$ cat src/acqd_defs.svh
// constants of the acquisition capture and dma block
`ifndef ACQD_DEFS_SVH
`define ACQD_DEFS_SVH
`define ACQD_NUM_CHAN      3
`define ACQD_SAMPLE_W      16
`define ACQD_OUT_W         32
`define ACQD_LEN_W         24
`define ACQD_ID_W          8
`define ACQD_TS_W          32
`define ACQD_SRC_W         3
// 1 GB bank seen as a byte address
`define ACQD_BANK_ADDR_W   30
`define ACQD_WORD_STEP     30'h4
`define ACQD_FIFO_DEPTH    4
`define ACQD_SYNC_STAGES   3
`endif

$ cat src/acqd_pkg.sv
// types shared by the acquisition capture and dma block
`default_nettype none
`include "acqd_defs.svh"
package acqd_pkg;
    typedef enum logic [2:0] {
        ST_IDLE, ST_FETCH, ST_ARM, ST_CAP, ST_DRAIN, ST_META0, ST_META1
    } acqd_state_e;
    typedef enum logic [`ACQD_SRC_W-1:0] {
        SRC_ADC0, SRC_ADC1, SRC_ADC2, SRC_TEST, SRC_PLAYBACK
    } acqd_src_e;
endpackage : acqd_pkg
`default_nettype wire

$ cat src/acqd_top.sv
// acquisition paths: sample fifo, per-channel dma engine and top level
`default_nettype none
`include "acqd_defs.svh"

////////////////////////////////////////////////////////////////////////////////
module acqd_fifo #(
    parameter int WIDTH = `ACQD_SAMPLE_W,
    parameter int DEPTH = `ACQD_FIFO_DEPTH
) (
    input  wire logic             clk,
    input  wire logic             rst_n,
    input  wire logic             ce,
    input  wire logic             in_valid,
    input  wire logic [WIDTH-1:0] in_data,
    output logic                  in_ready,
    output logic                  out_valid,
    output logic      [WIDTH-1:0] out_data,
    input  wire logic             out_ready
);
    localparam int AW = (DEPTH > 1) ? $clog2(DEPTH) : 1;
    typedef struct packed {
        logic [DEPTH-1:0][WIDTH-1:0] mem;
        logic [AW-1:0]               wp;
        logic [AW-1:0]               rp;
        logic [AW:0]                 cnt;
    } acqd_fifo_s;
    acqd_fifo_s r_reg;
    acqd_fifo_s r_next;
    logic       push;
    logic       pop;

    always_comb begin
        r_next    = r_reg;
        in_ready  = (r_reg.cnt != (AW+1)'(DEPTH));
        out_valid = (r_reg.cnt != '0);
        out_data  = r_reg.mem[r_reg.rp];
        push      = ce && in_valid && in_ready;
        pop       = ce && out_valid && out_ready;
        if (push) begin
            r_next.mem[r_reg.wp] = in_data;
            r_next.wp = (r_reg.wp == AW'(DEPTH - 1)) ? '0 : r_reg.wp + 1'b1;
        end
        if (pop) begin
            r_next.rp = (r_reg.rp == AW'(DEPTH - 1)) ? '0 : r_reg.rp + 1'b1;
        end
        r_next.cnt = r_reg.cnt + (AW+1)'(push) - (AW+1)'(pop);
    end

    always_ff @(posedge clk or negedge rst_n) begin
        if (!rst_n) begin
            r_reg <= '0;
        end else if (ce) begin
            r_reg <= r_next;
        end
    end
endmodule : acqd_fifo

////////////////////////////////////////////////////////////////////////////////
module acqd_chan
    import acqd_pkg::*;
#(
    parameter logic [`ACQD_ID_W-1:0] CHAN_ID = '0
) (
    input  wire logic                                        clk,
    input  wire logic                                        rst_n,
    input  wire logic                                        ce,
    input  wire logic                                        enable,
    input  wire logic [`ACQD_SRC_W-1:0]                      src_sel,
    input  wire logic                                        transient,
    input  wire logic                                        meta_en,
    input  wire logic [`ACQD_NUM_CHAN-1:0][`ACQD_SAMPLE_W-1:0] adc_data,
    input  wire logic [`ACQD_SAMPLE_W-1:0]                   test_data,
    input  wire logic [`ACQD_SAMPLE_W-1:0]                   playback_data,
    input  wire logic                                        gate_q,
    input  wire logic [`ACQD_TS_W-1:0]                       ts,
    input  wire logic                                        desc_ack,
    input  wire logic [`ACQD_LEN_W-1:0]                      desc_len,
    input  wire logic                                        desc_gated,
    input  wire logic                                        desc_link,
    input  wire logic                                        out_ready,
    output logic                                             desc_req,
    output logic                                             out_valid,
    output logic      [`ACQD_OUT_W-1:0]                      out_data,
    output logic      [`ACQD_BANK_ADDR_W-1:0]                out_addr,
    output logic                                             out_meta,
    output logic                                             out_last,
    output logic                                             xfer_done,
    output logic      [`ACQD_LEN_W-1:0]                      xfer_len,
    output logic                                             overrun
);
    localparam int SW = `ACQD_SAMPLE_W;
    localparam int OW = `ACQD_OUT_W;
    typedef struct packed {
        acqd_state_e                  st;
        logic                         desc_req;
        logic                         gated;
        logic                         link;
        logic                         shot;
        logic                         first;
        logic [`ACQD_LEN_W-1:0]       len;
        logic [`ACQD_LEN_W-1:0]       cnt;
        logic [`ACQD_TS_W-1:0]        ts_lat;
        logic [`ACQD_BANK_ADDR_W-1:0] addr;
        logic                         ov;
        logic                         done;
        logic                         out_valid;
        logic [OW-1:0]                out_data;
        logic [`ACQD_BANK_ADDR_W-1:0] out_addr;
        logic                         out_meta;
        logic                         out_last;
    } acqd_chan_s;
    acqd_chan_s      r;
    acqd_chan_s      n;
    logic [SW-1:0]   sample;
    logic            wr_valid;
    logic            wr_ok;
    logic            fifo_in_ready;
    logic            fifo_out_valid;
    logic [SW-1:0]   fifo_out_data;
    logic            slot_free;
    logic            rd_ready;
    logic            pop;
    logic            close;

    acqd_fifo #(.WIDTH(SW), .DEPTH(`ACQD_FIFO_DEPTH)) u_fifo (
        .clk       (clk),
        .rst_n     (rst_n),
        .ce        (ce),
        .in_valid  (wr_valid),
        .in_data   (sample),
        .in_ready  (fifo_in_ready),
        .out_valid (fifo_out_valid),
        .out_data  (fifo_out_data),
        .out_ready (rd_ready)
    );

    always_comb begin
        n      = r;
        n.done = 1'b0;
        case (acqd_src_e'(src_sel))
            SRC_ADC0: sample = adc_data[0];
            SRC_ADC1: sample = adc_data[1];
            SRC_ADC2: sample = adc_data[2];
            SRC_TEST: sample = test_data;
            default:  sample = playback_data;
        endcase
        // gate qualifies samples
        // armed gated engine keeps the sample that first finds the gate high
        wr_valid = ce && ((r.st == ST_CAP) || (r.st == ST_ARM)) && gate_q && !(&r.cnt)
                   && (r.gated || (r.cnt < r.len));
        wr_ok    = wr_valid && fifo_in_ready;
        if (wr_valid && !fifo_in_ready) begin
            n.ov = 1'b1;
        end
        if (wr_ok) begin
            n.cnt = r.cnt + 1'b1;
            if (r.first) begin
                n.ts_lat = ts;
                n.first  = 1'b0;
            end
        end
        slot_free = !r.out_valid || out_ready;
        rd_ready  = ce && slot_free && ((r.st == ST_CAP) || (r.st == ST_DRAIN));
        pop       = rd_ready && fifo_out_valid;
        if (slot_free) begin
            n.out_valid = 1'b0;
            n.out_meta  = 1'b0;
            n.out_last  = 1'b0;
        end
        if (pop) begin
            n.out_valid = 1'b1;
            n.out_data  = {{(OW - SW){1'b0}}, fifo_out_data};
            n.out_addr  = r.addr;
            n.addr      = r.addr + `ACQD_WORD_STEP;
        end
        close = r.gated ? (!gate_q || (&r.cnt)) : (r.cnt == r.len);
        case (r.st)
            ST_IDLE: begin
                if (!enable) begin
                    n.shot = 1'b0;
                end else if (!r.shot) begin
                    n.st       = ST_FETCH;
                    n.desc_req = 1'b1;
                end
            end
            ST_FETCH: begin
                if (desc_ack) begin
                    n.desc_req = 1'b0;
                    n.len      = desc_len;
                    n.gated    = desc_gated;
                    n.link     = desc_link;
                    n.cnt      = '0;
                    n.first    = 1'b1;
                    n.ov       = 1'b0;
                    n.st       = desc_gated ? ST_ARM : ST_CAP;
                    if (transient) begin
                        n.addr = '0;
                    end
                end
            end
            ST_ARM: begin
                if (gate_q) begin
                    n.st = ST_CAP;
                end
            end
            ST_CAP: begin
                if (close) begin
                    n.len = r.cnt;
                    n.st  = ST_DRAIN;
                end
            end
            ST_DRAIN: begin
                if (!fifo_out_valid && slot_free) begin
                    if (meta_en) begin
                        n.st = ST_META0;
                    end else begin
                        n.done = 1'b1;
                        n.st   = r.link ? ST_FETCH : ST_IDLE;
                        n.desc_req = r.link;
                        n.shot = !r.link && transient;
                    end
                end
            end
            ST_META0: begin
                if (slot_free) begin
                    n.out_valid = 1'b1;
                    n.out_meta  = 1'b1;
                    n.out_data  = {CHAN_ID, r.len};
                    n.out_addr  = r.addr;
                    n.addr      = r.addr + `ACQD_WORD_STEP;
                    n.st        = ST_META1;
                end
            end
            ST_META1: begin
                if (slot_free) begin
                    n.out_valid = 1'b1;
                    n.out_meta  = 1'b1;
                    n.out_last  = 1'b1;
                    n.out_data  = r.ts_lat;
                    n.out_addr  = r.addr;
                    n.addr      = r.addr + `ACQD_WORD_STEP;
                    n.done      = 1'b1;
                    n.st        = r.link ? ST_FETCH : ST_IDLE;
                    n.desc_req  = r.link;
                    n.shot      = !r.link && transient;
                end
            end
            default: n.st = ST_IDLE;
        endcase
    end

    always_ff @(posedge clk or negedge rst_n) begin
        if (!rst_n) begin
            r <= '0;
        end else if (ce) begin
            r <= n;
        end
    end

    assign desc_req  = r.desc_req;
    assign out_valid = r.out_valid;
    assign out_data  = r.out_data;
    assign out_addr  = r.out_addr;
    assign out_meta  = r.out_meta;
    assign out_last  = r.out_last;
    assign xfer_done = r.done;
    assign xfer_len  = r.len;
    assign overrun   = r.ov;
endmodule : acqd_chan

////////////////////////////////////////////////////////////////////////////////
module acqd_top
    import acqd_pkg::*;
(
    input  wire logic                                        MCLK,
    input  wire logic                                        RESETN,
    input  wire logic                                        CE,
    input  wire logic                                        GATE,
    input  wire logic                                        SYNC,
    input  wire logic [`ACQD_NUM_CHAN-1:0][`ACQD_SAMPLE_W-1:0] ADC_DATA,
    input  wire logic [`ACQD_SAMPLE_W-1:0]                   TEST_DATA,
    input  wire logic [`ACQD_SAMPLE_W-1:0]                   PLAYBACK_DATA,
    input  wire logic [`ACQD_NUM_CHAN-1:0]                   ENABLE,
    input  wire logic [`ACQD_NUM_CHAN-1:0][`ACQD_SRC_W-1:0]  SRC_SEL,
    input  wire logic [`ACQD_NUM_CHAN-1:0]                   TRANSIENT,
    input  wire logic [`ACQD_NUM_CHAN-1:0]                   META_EN,
    input  wire logic [`ACQD_NUM_CHAN-1:0]                   DESC_ACK,
    input  wire logic [`ACQD_NUM_CHAN-1:0][`ACQD_LEN_W-1:0]  DESC_LEN,
    input  wire logic [`ACQD_NUM_CHAN-1:0]                   DESC_GATED,
    input  wire logic [`ACQD_NUM_CHAN-1:0]                   DESC_LINK,
    input  wire logic [`ACQD_NUM_CHAN-1:0]                   OUT_READY,
    output logic      [`ACQD_NUM_CHAN-1:0]                   DESC_REQ,
    output logic      [`ACQD_NUM_CHAN-1:0]                   OUT_VALID,
    output logic      [`ACQD_NUM_CHAN-1:0][`ACQD_OUT_W-1:0]  OUT_DATA,
    output logic      [`ACQD_NUM_CHAN-1:0][`ACQD_BANK_ADDR_W-1:0] OUT_ADDR,
    output logic      [`ACQD_NUM_CHAN-1:0]                   OUT_META,
    output logic      [`ACQD_NUM_CHAN-1:0]                   OUT_LAST,
    output logic      [`ACQD_NUM_CHAN-1:0]                   XFER_DONE,
    output logic      [`ACQD_NUM_CHAN-1:0][`ACQD_LEN_W-1:0]  XFER_LEN,
    output logic      [`ACQD_NUM_CHAN-1:0]                   OVERRUN
);
    typedef struct packed {
        logic [`ACQD_SYNC_STAGES-1:0] gate_sh;
        logic [`ACQD_SYNC_STAGES-1:0] sync_sh;
        logic                         gate_q;
        logic                         sync_q;
        logic [`ACQD_TS_W-1:0]        ts;
    } acqd_top_s;
    acqd_top_s r;
    acqd_top_s n;

    always_comb begin
        n = r;
        // timing bus pins through three stages
        n.gate_sh = {r.gate_sh[1:0], GATE};
        n.sync_sh = {r.sync_sh[1:0], SYNC};
        if (r.gate_sh[1] == r.gate_sh[2]) begin
            n.gate_q = r.gate_sh[2];
        end
        if (r.sync_sh[1] == r.sync_sh[2]) begin
            n.sync_q = r.sync_sh[2];
        end
        n.ts = r.sync_q ? '0 : r.ts + 1'b1;
    end

    always_ff @(posedge MCLK or negedge RESETN) begin
        if (!RESETN) begin
            r <= '0;
        end else if (CE) begin
            r <= n;
        end
    end

    for (genvar ch = 0; ch < `ACQD_NUM_CHAN; ch++) begin : g_chan
        acqd_chan #(.CHAN_ID(`ACQD_ID_W'(ch))) u_chan (
            .clk           (MCLK),
            .rst_n         (RESETN),
            .ce            (CE),
            .enable        (ENABLE[ch]),
            .src_sel       (SRC_SEL[ch]),
            .transient     (TRANSIENT[ch]),
            .meta_en       (META_EN[ch]),
            .adc_data      (ADC_DATA),
            .test_data     (TEST_DATA),
            .playback_data (PLAYBACK_DATA),
            .gate_q        (r.gate_q),
            .ts            (r.ts),
            .desc_ack      (DESC_ACK[ch]),
            .desc_len      (DESC_LEN[ch]),
            .desc_gated    (DESC_GATED[ch]),
            .desc_link     (DESC_LINK[ch]),
            .out_ready     (OUT_READY[ch]),
            .desc_req      (DESC_REQ[ch]),
            .out_valid     (OUT_VALID[ch]),
            .out_data      (OUT_DATA[ch]),
            .out_addr      (OUT_ADDR[ch]),
            .out_meta      (OUT_META[ch]),
            .out_last      (OUT_LAST[ch]),
            .xfer_done     (XFER_DONE[ch]),
            .xfer_len      (XFER_LEN[ch]),
            .overrun       (OVERRUN[ch])
        );
    end
endmodule : acqd_top
`default_nettype wire

$ cat config.mk
export PLATFORM = sky130hd
export DESIGN_NAME = acqd_top
export DESIGN_NICKNAME = d
export VERILOG_FILES = /design/src/acqd_pkg.sv /design/src/acqd_top.sv
export VERILOG_INCLUDE_DIRS = /design/src /design/src/src
export SDC_FILE = /design/constraint.sdc
export NUM_CORES = 2
export LEC_CHECK = 0
export BUFFER_PORTS_ARGS = -buffer_cell sky130_fd_sc_hd__buf_2
export CORE_MARGIN = 2
export CORE_UTILIZATION = 54
export CTS_CLUSTER_DIAMETER = 150
export DETAILED_ROUTE_END_ITERATION = 6
export PLACE_DENSITY = 0.77
export SYNTH_ARGS = -nofsm -noshare
export SYNTH_HDL_FRONTEND = slang
export SYNTH_SLANG_ARGS = --single-unit
export TNS_END_PERCENT = 10
$ cat constraint.sdc
create_clock -name MCLK -period 3.7 [get_ports MCLK]
set_input_delay 0.37 -clock MCLK [delete_from_list [all_inputs] [get_ports MCLK]]
set_output_delay 0.37 -clock MCLK [all_outputs]
set_load 0.01 [all_outputs]
==> key figures <==
Setup path
  • Max FO, Critical Path: 2
  • Crit path launch type: flip-flop
  • CP Capture Type: flip-flop
  • Crit path arrival time: 4.02 ns
  • Setup CP Type: reg -> reg
  • WP data required: approximately 4.2 ns

Finish
  • Area growth from synthesis to layout: 11.2%
  • Layout cells sized above 1: 0.258
  • Nets: 4,584
  • Largest register FFs: approximately 270
  • Leading cell type in the layout, fill and taps excluded: dfrtp_1
  • Area of the multi-input gates: 0.0187 mm2
  • Post-layout util: 0.607
  • Commonest non-fill, non-tap cells in the layout: 802 x dfrtp_1, 549 x nand2_1, 460 x buf_2
  • FILL cells: around 6,400
  • Register area: 0.0201 mm2

Pwr
  • Peak supply drop: around 400 uV
  • PwrDens: 705 mW/mm2
  • Leak: 23.0 nW

Yosys
  • Area of the mapped netlist: 0.0423 mm2
  • Syn Area/Cell: approximately 10 um2
  • Unique masters post-synth: 83
  • Syn Inst Count: 4,121
  • Syn Nets: 4,411
  • #FFs+latches synth: 802
  • Yosys warnings: 0
  • Post-synth EDFFs: 0
  • Register area share after synthesis: 0.474
  • Main synth FF type: dfrtp_1
  • Post-synth ARST share: 1.00

Floorplanning
  • Num rows: 102
  • Die area: about 0.08 mm2
  • IO Count: 463
  • Starting Density: 0.546
  • DIE WIDTH: between 200 and 300 um
  • Core box area: between 0.07 and 0.08 mm2
  • Die H: 284 um

STA
  • Tcrit/Tclk final: 0.944
  • Highest Clock Rate: 0.286 GHz
  • Rel. slew slack: 0.256
  • Setup violations, final: 0
  • Tmin final: around 3.5 ns
  • RSZ-0062 raised after global routing: true
  • Hold_ws: 0.0281 ns
  • Slew @ Worst Pin: around 1.1 ns
  • Fin. max-slew vios: 0
  • Clock skew: 0.0258 ns
  • Hold Violations, Final: 0

Global route
  • Global-route wire length before repair: 183,000 um
  • Grt ovf: 0
  • Pin count of the biggest net entering global routing: 136
  • Vias in the first global route: 31,024
  • Initial antenna violation count: 14
  • Global-route usage over all layers: 0.289

Clock tree
  • CTS buffer count: 86
  • Clock Pin Slew Worst Setup and Hold Paths: 0.06 ns
  • Setup Fix Bufs, Post-CTS: 0
  • Longest Clk Path Bufs: 3
  • CTS root buffer: clkbuf_16
  • CTS sink cnt: approximately 800
  • CTS tree: built
  • Worst-Skew Late Latency: about 0.64 ns
  • H-tree depth: 3

Placed design
  • Number of port buffers: 462
  • Routability-driven placement congestion ratio: 0.947
  • HPWL after detailed placement: 85,600 um

Drt
  • Routed len/inst: 21.8 um
  • Via density: 5.92
  • WL final: 118,000 um
  • Vias: 32,053
  • Remaining DRCs: 2
  • Starting DRT DRC Count: 3,426
  • DRT Pass-1 Iters: 7
  • Routed Antenna Nets: 0

Run status
  • Outcome: finished, violations left
  • Failing checks: design-rule violations

Worst hold path
  • Hold crit path type: in -> reg

Flow run
  • Max Cap Violations: 0
==> worst paths after layout <==
kind,slack (ns),cells past startpoint,from,to
setup / recovery,0.21,17,g_chan[1].u_chan.xfer_len[21],g_chan[1].u_chan.u_fifo.r_reg[2]
hold reg to reg,0.46,2,g_chan[2].u_chan.out_addr[15],g_chan[2].u_chan.out_addr[15]
min in group asynchronous,0.37,2,RESETN,g_chan[1].u_chan.out_addr[10]
setup reg to reg,0.21,17,g_chan[1].u_chan.xfer_len[21],g_chan[1].u_chan.u_fifo.r_reg[2]
hold / removal,0.03,3,TRANSIENT[2],g_chan[2].u_chan.r[178]
max in group asynchronous,2.17,3,RESETN,g_chan[2].u_chan.u_fifo.r_reg[29]
==> power breakdown <==
group / switching [W] / total [W] / internal (W)
sequential: 0.00203 / 0.0131 / 0.0111
combinational: 0.00643 / 0.0111 / 0.00470
clock: 0.00360 / 0.00891 / 0.00531
==> final cells by class <==
cell class                 count  share of cell area
timing repair buffer         591              0.0739
tap                         1040              0.0277
clock buffer                 133              0.0558
antenna                        9            0.000479
multi-input combinational   2682               0.398
sequential                   802               0.427
inverter                     131              0.0105
clock inverter                27             0.00670
==> worst max-delay path, stage by stage (launching register included) <==
cell     delay (ns)
dfrtp_1        0.35
inv_1          0.05
ha_1           0.30
nand3_2        0.09
or4_4          0.54
or4_4          0.46
a21oi_4        0.14
or4_4          0.16
nor2_4         0.04
inv_2          0.07
ha_1           0.22
inv_1          0.05
ha_1           0.13
inv_1          0.05
fa_1           0.37
xor2_1         0.14
nand2_1        0.08
xnor2_1        0.16
==> metrics by stage <==
| step | std cells | setup TNS, ns | cell area, um2 | total power [W] | setup WS, ns |
|---|---|---|---|---|---|
| after floorplan | 4121 | 0 | 42300 | 0.0210 | 0.0648 |
| after global placement | 5237 | 0 | 44000 | 0.0237 | 0.198 |
| after detailed placement | 5237 | 0 | 44000 | 0.0242 | 0.136 |
| after CTS | 5406 | 0 | 47000 | 0.0332 | 0.163 |
| after global routing | 5413 | -0.00904 | 47000 | 0.0350 | -0.00904 |
| final | 5415 | 0 | 47000 | 0.0332 | 0.206 |
==> cells by family after synthesis <==
group | Yosys count | share of synthesized area
AOI/OAI and AO/OA | 840 | 0.122
xor gates and xnor gates | 77 | 0.0159
adders and majority gates | 103 | 0.0310
buffers and inverters | 637 | 0.0846
DFF | 802 | 0.474
muxes | 396 | 0.134
and+or+nand+nor | 1266 | 0.139
==> synth_stat cells (16+ instances only) <==
master,count,area (um2)
a22oi_1,33,248
mux4_2,96,2160
mux2_2,219,2470
a222oi_1,16,160
a211oi_1,25,188
and2_1,29,181
buf_1,23,86.3
nor2b_1,18,113
xnor2_1,28,245
a21oi_1,250,1250
buf_2,16,80.1
buf_4,284,2130
mux2_4,40,601
a21o_1,16,120
a22o_1,28,245
nor2_1,275,1030
nand4_1,55,344
o21ai_0,281,1410
nand2_1,550,2060
mux2i_1,29,290
a31oi_1,34,213
a221o_1,24,240
or3_1,20,125
nor3_1,34,170
xor2_1,49,429
nor4_1,16,100
o31ai_1,31,233
dfrtp_1,802,20100
clkbuf_1,175,657
and3_1,109,682
nand3_1,88,440
ha_1,100,1250
inv_1,128,480
==> repair_timing <==
action / in CTS / in global routing
hold buffers: 9 / 0
endpoints found under the hold margin: 86 / 0
setup endpoints to repair: 0 / 2
gates resized for setup: 0 / 7
==> routing by layer <==
layer | wire, um | global-route usage | vias to the layer above
li1 | - | - | 14688
met2 | 54900 | 0.454 | 1254
met5 | 35 | 0 | -
met3 | 9370 | 0.0553 | 237
met4 | 4750 | 0.121 | 6
met1 | 48900 | 0.395 | 15868
Power figures use the tool's default switching activity.
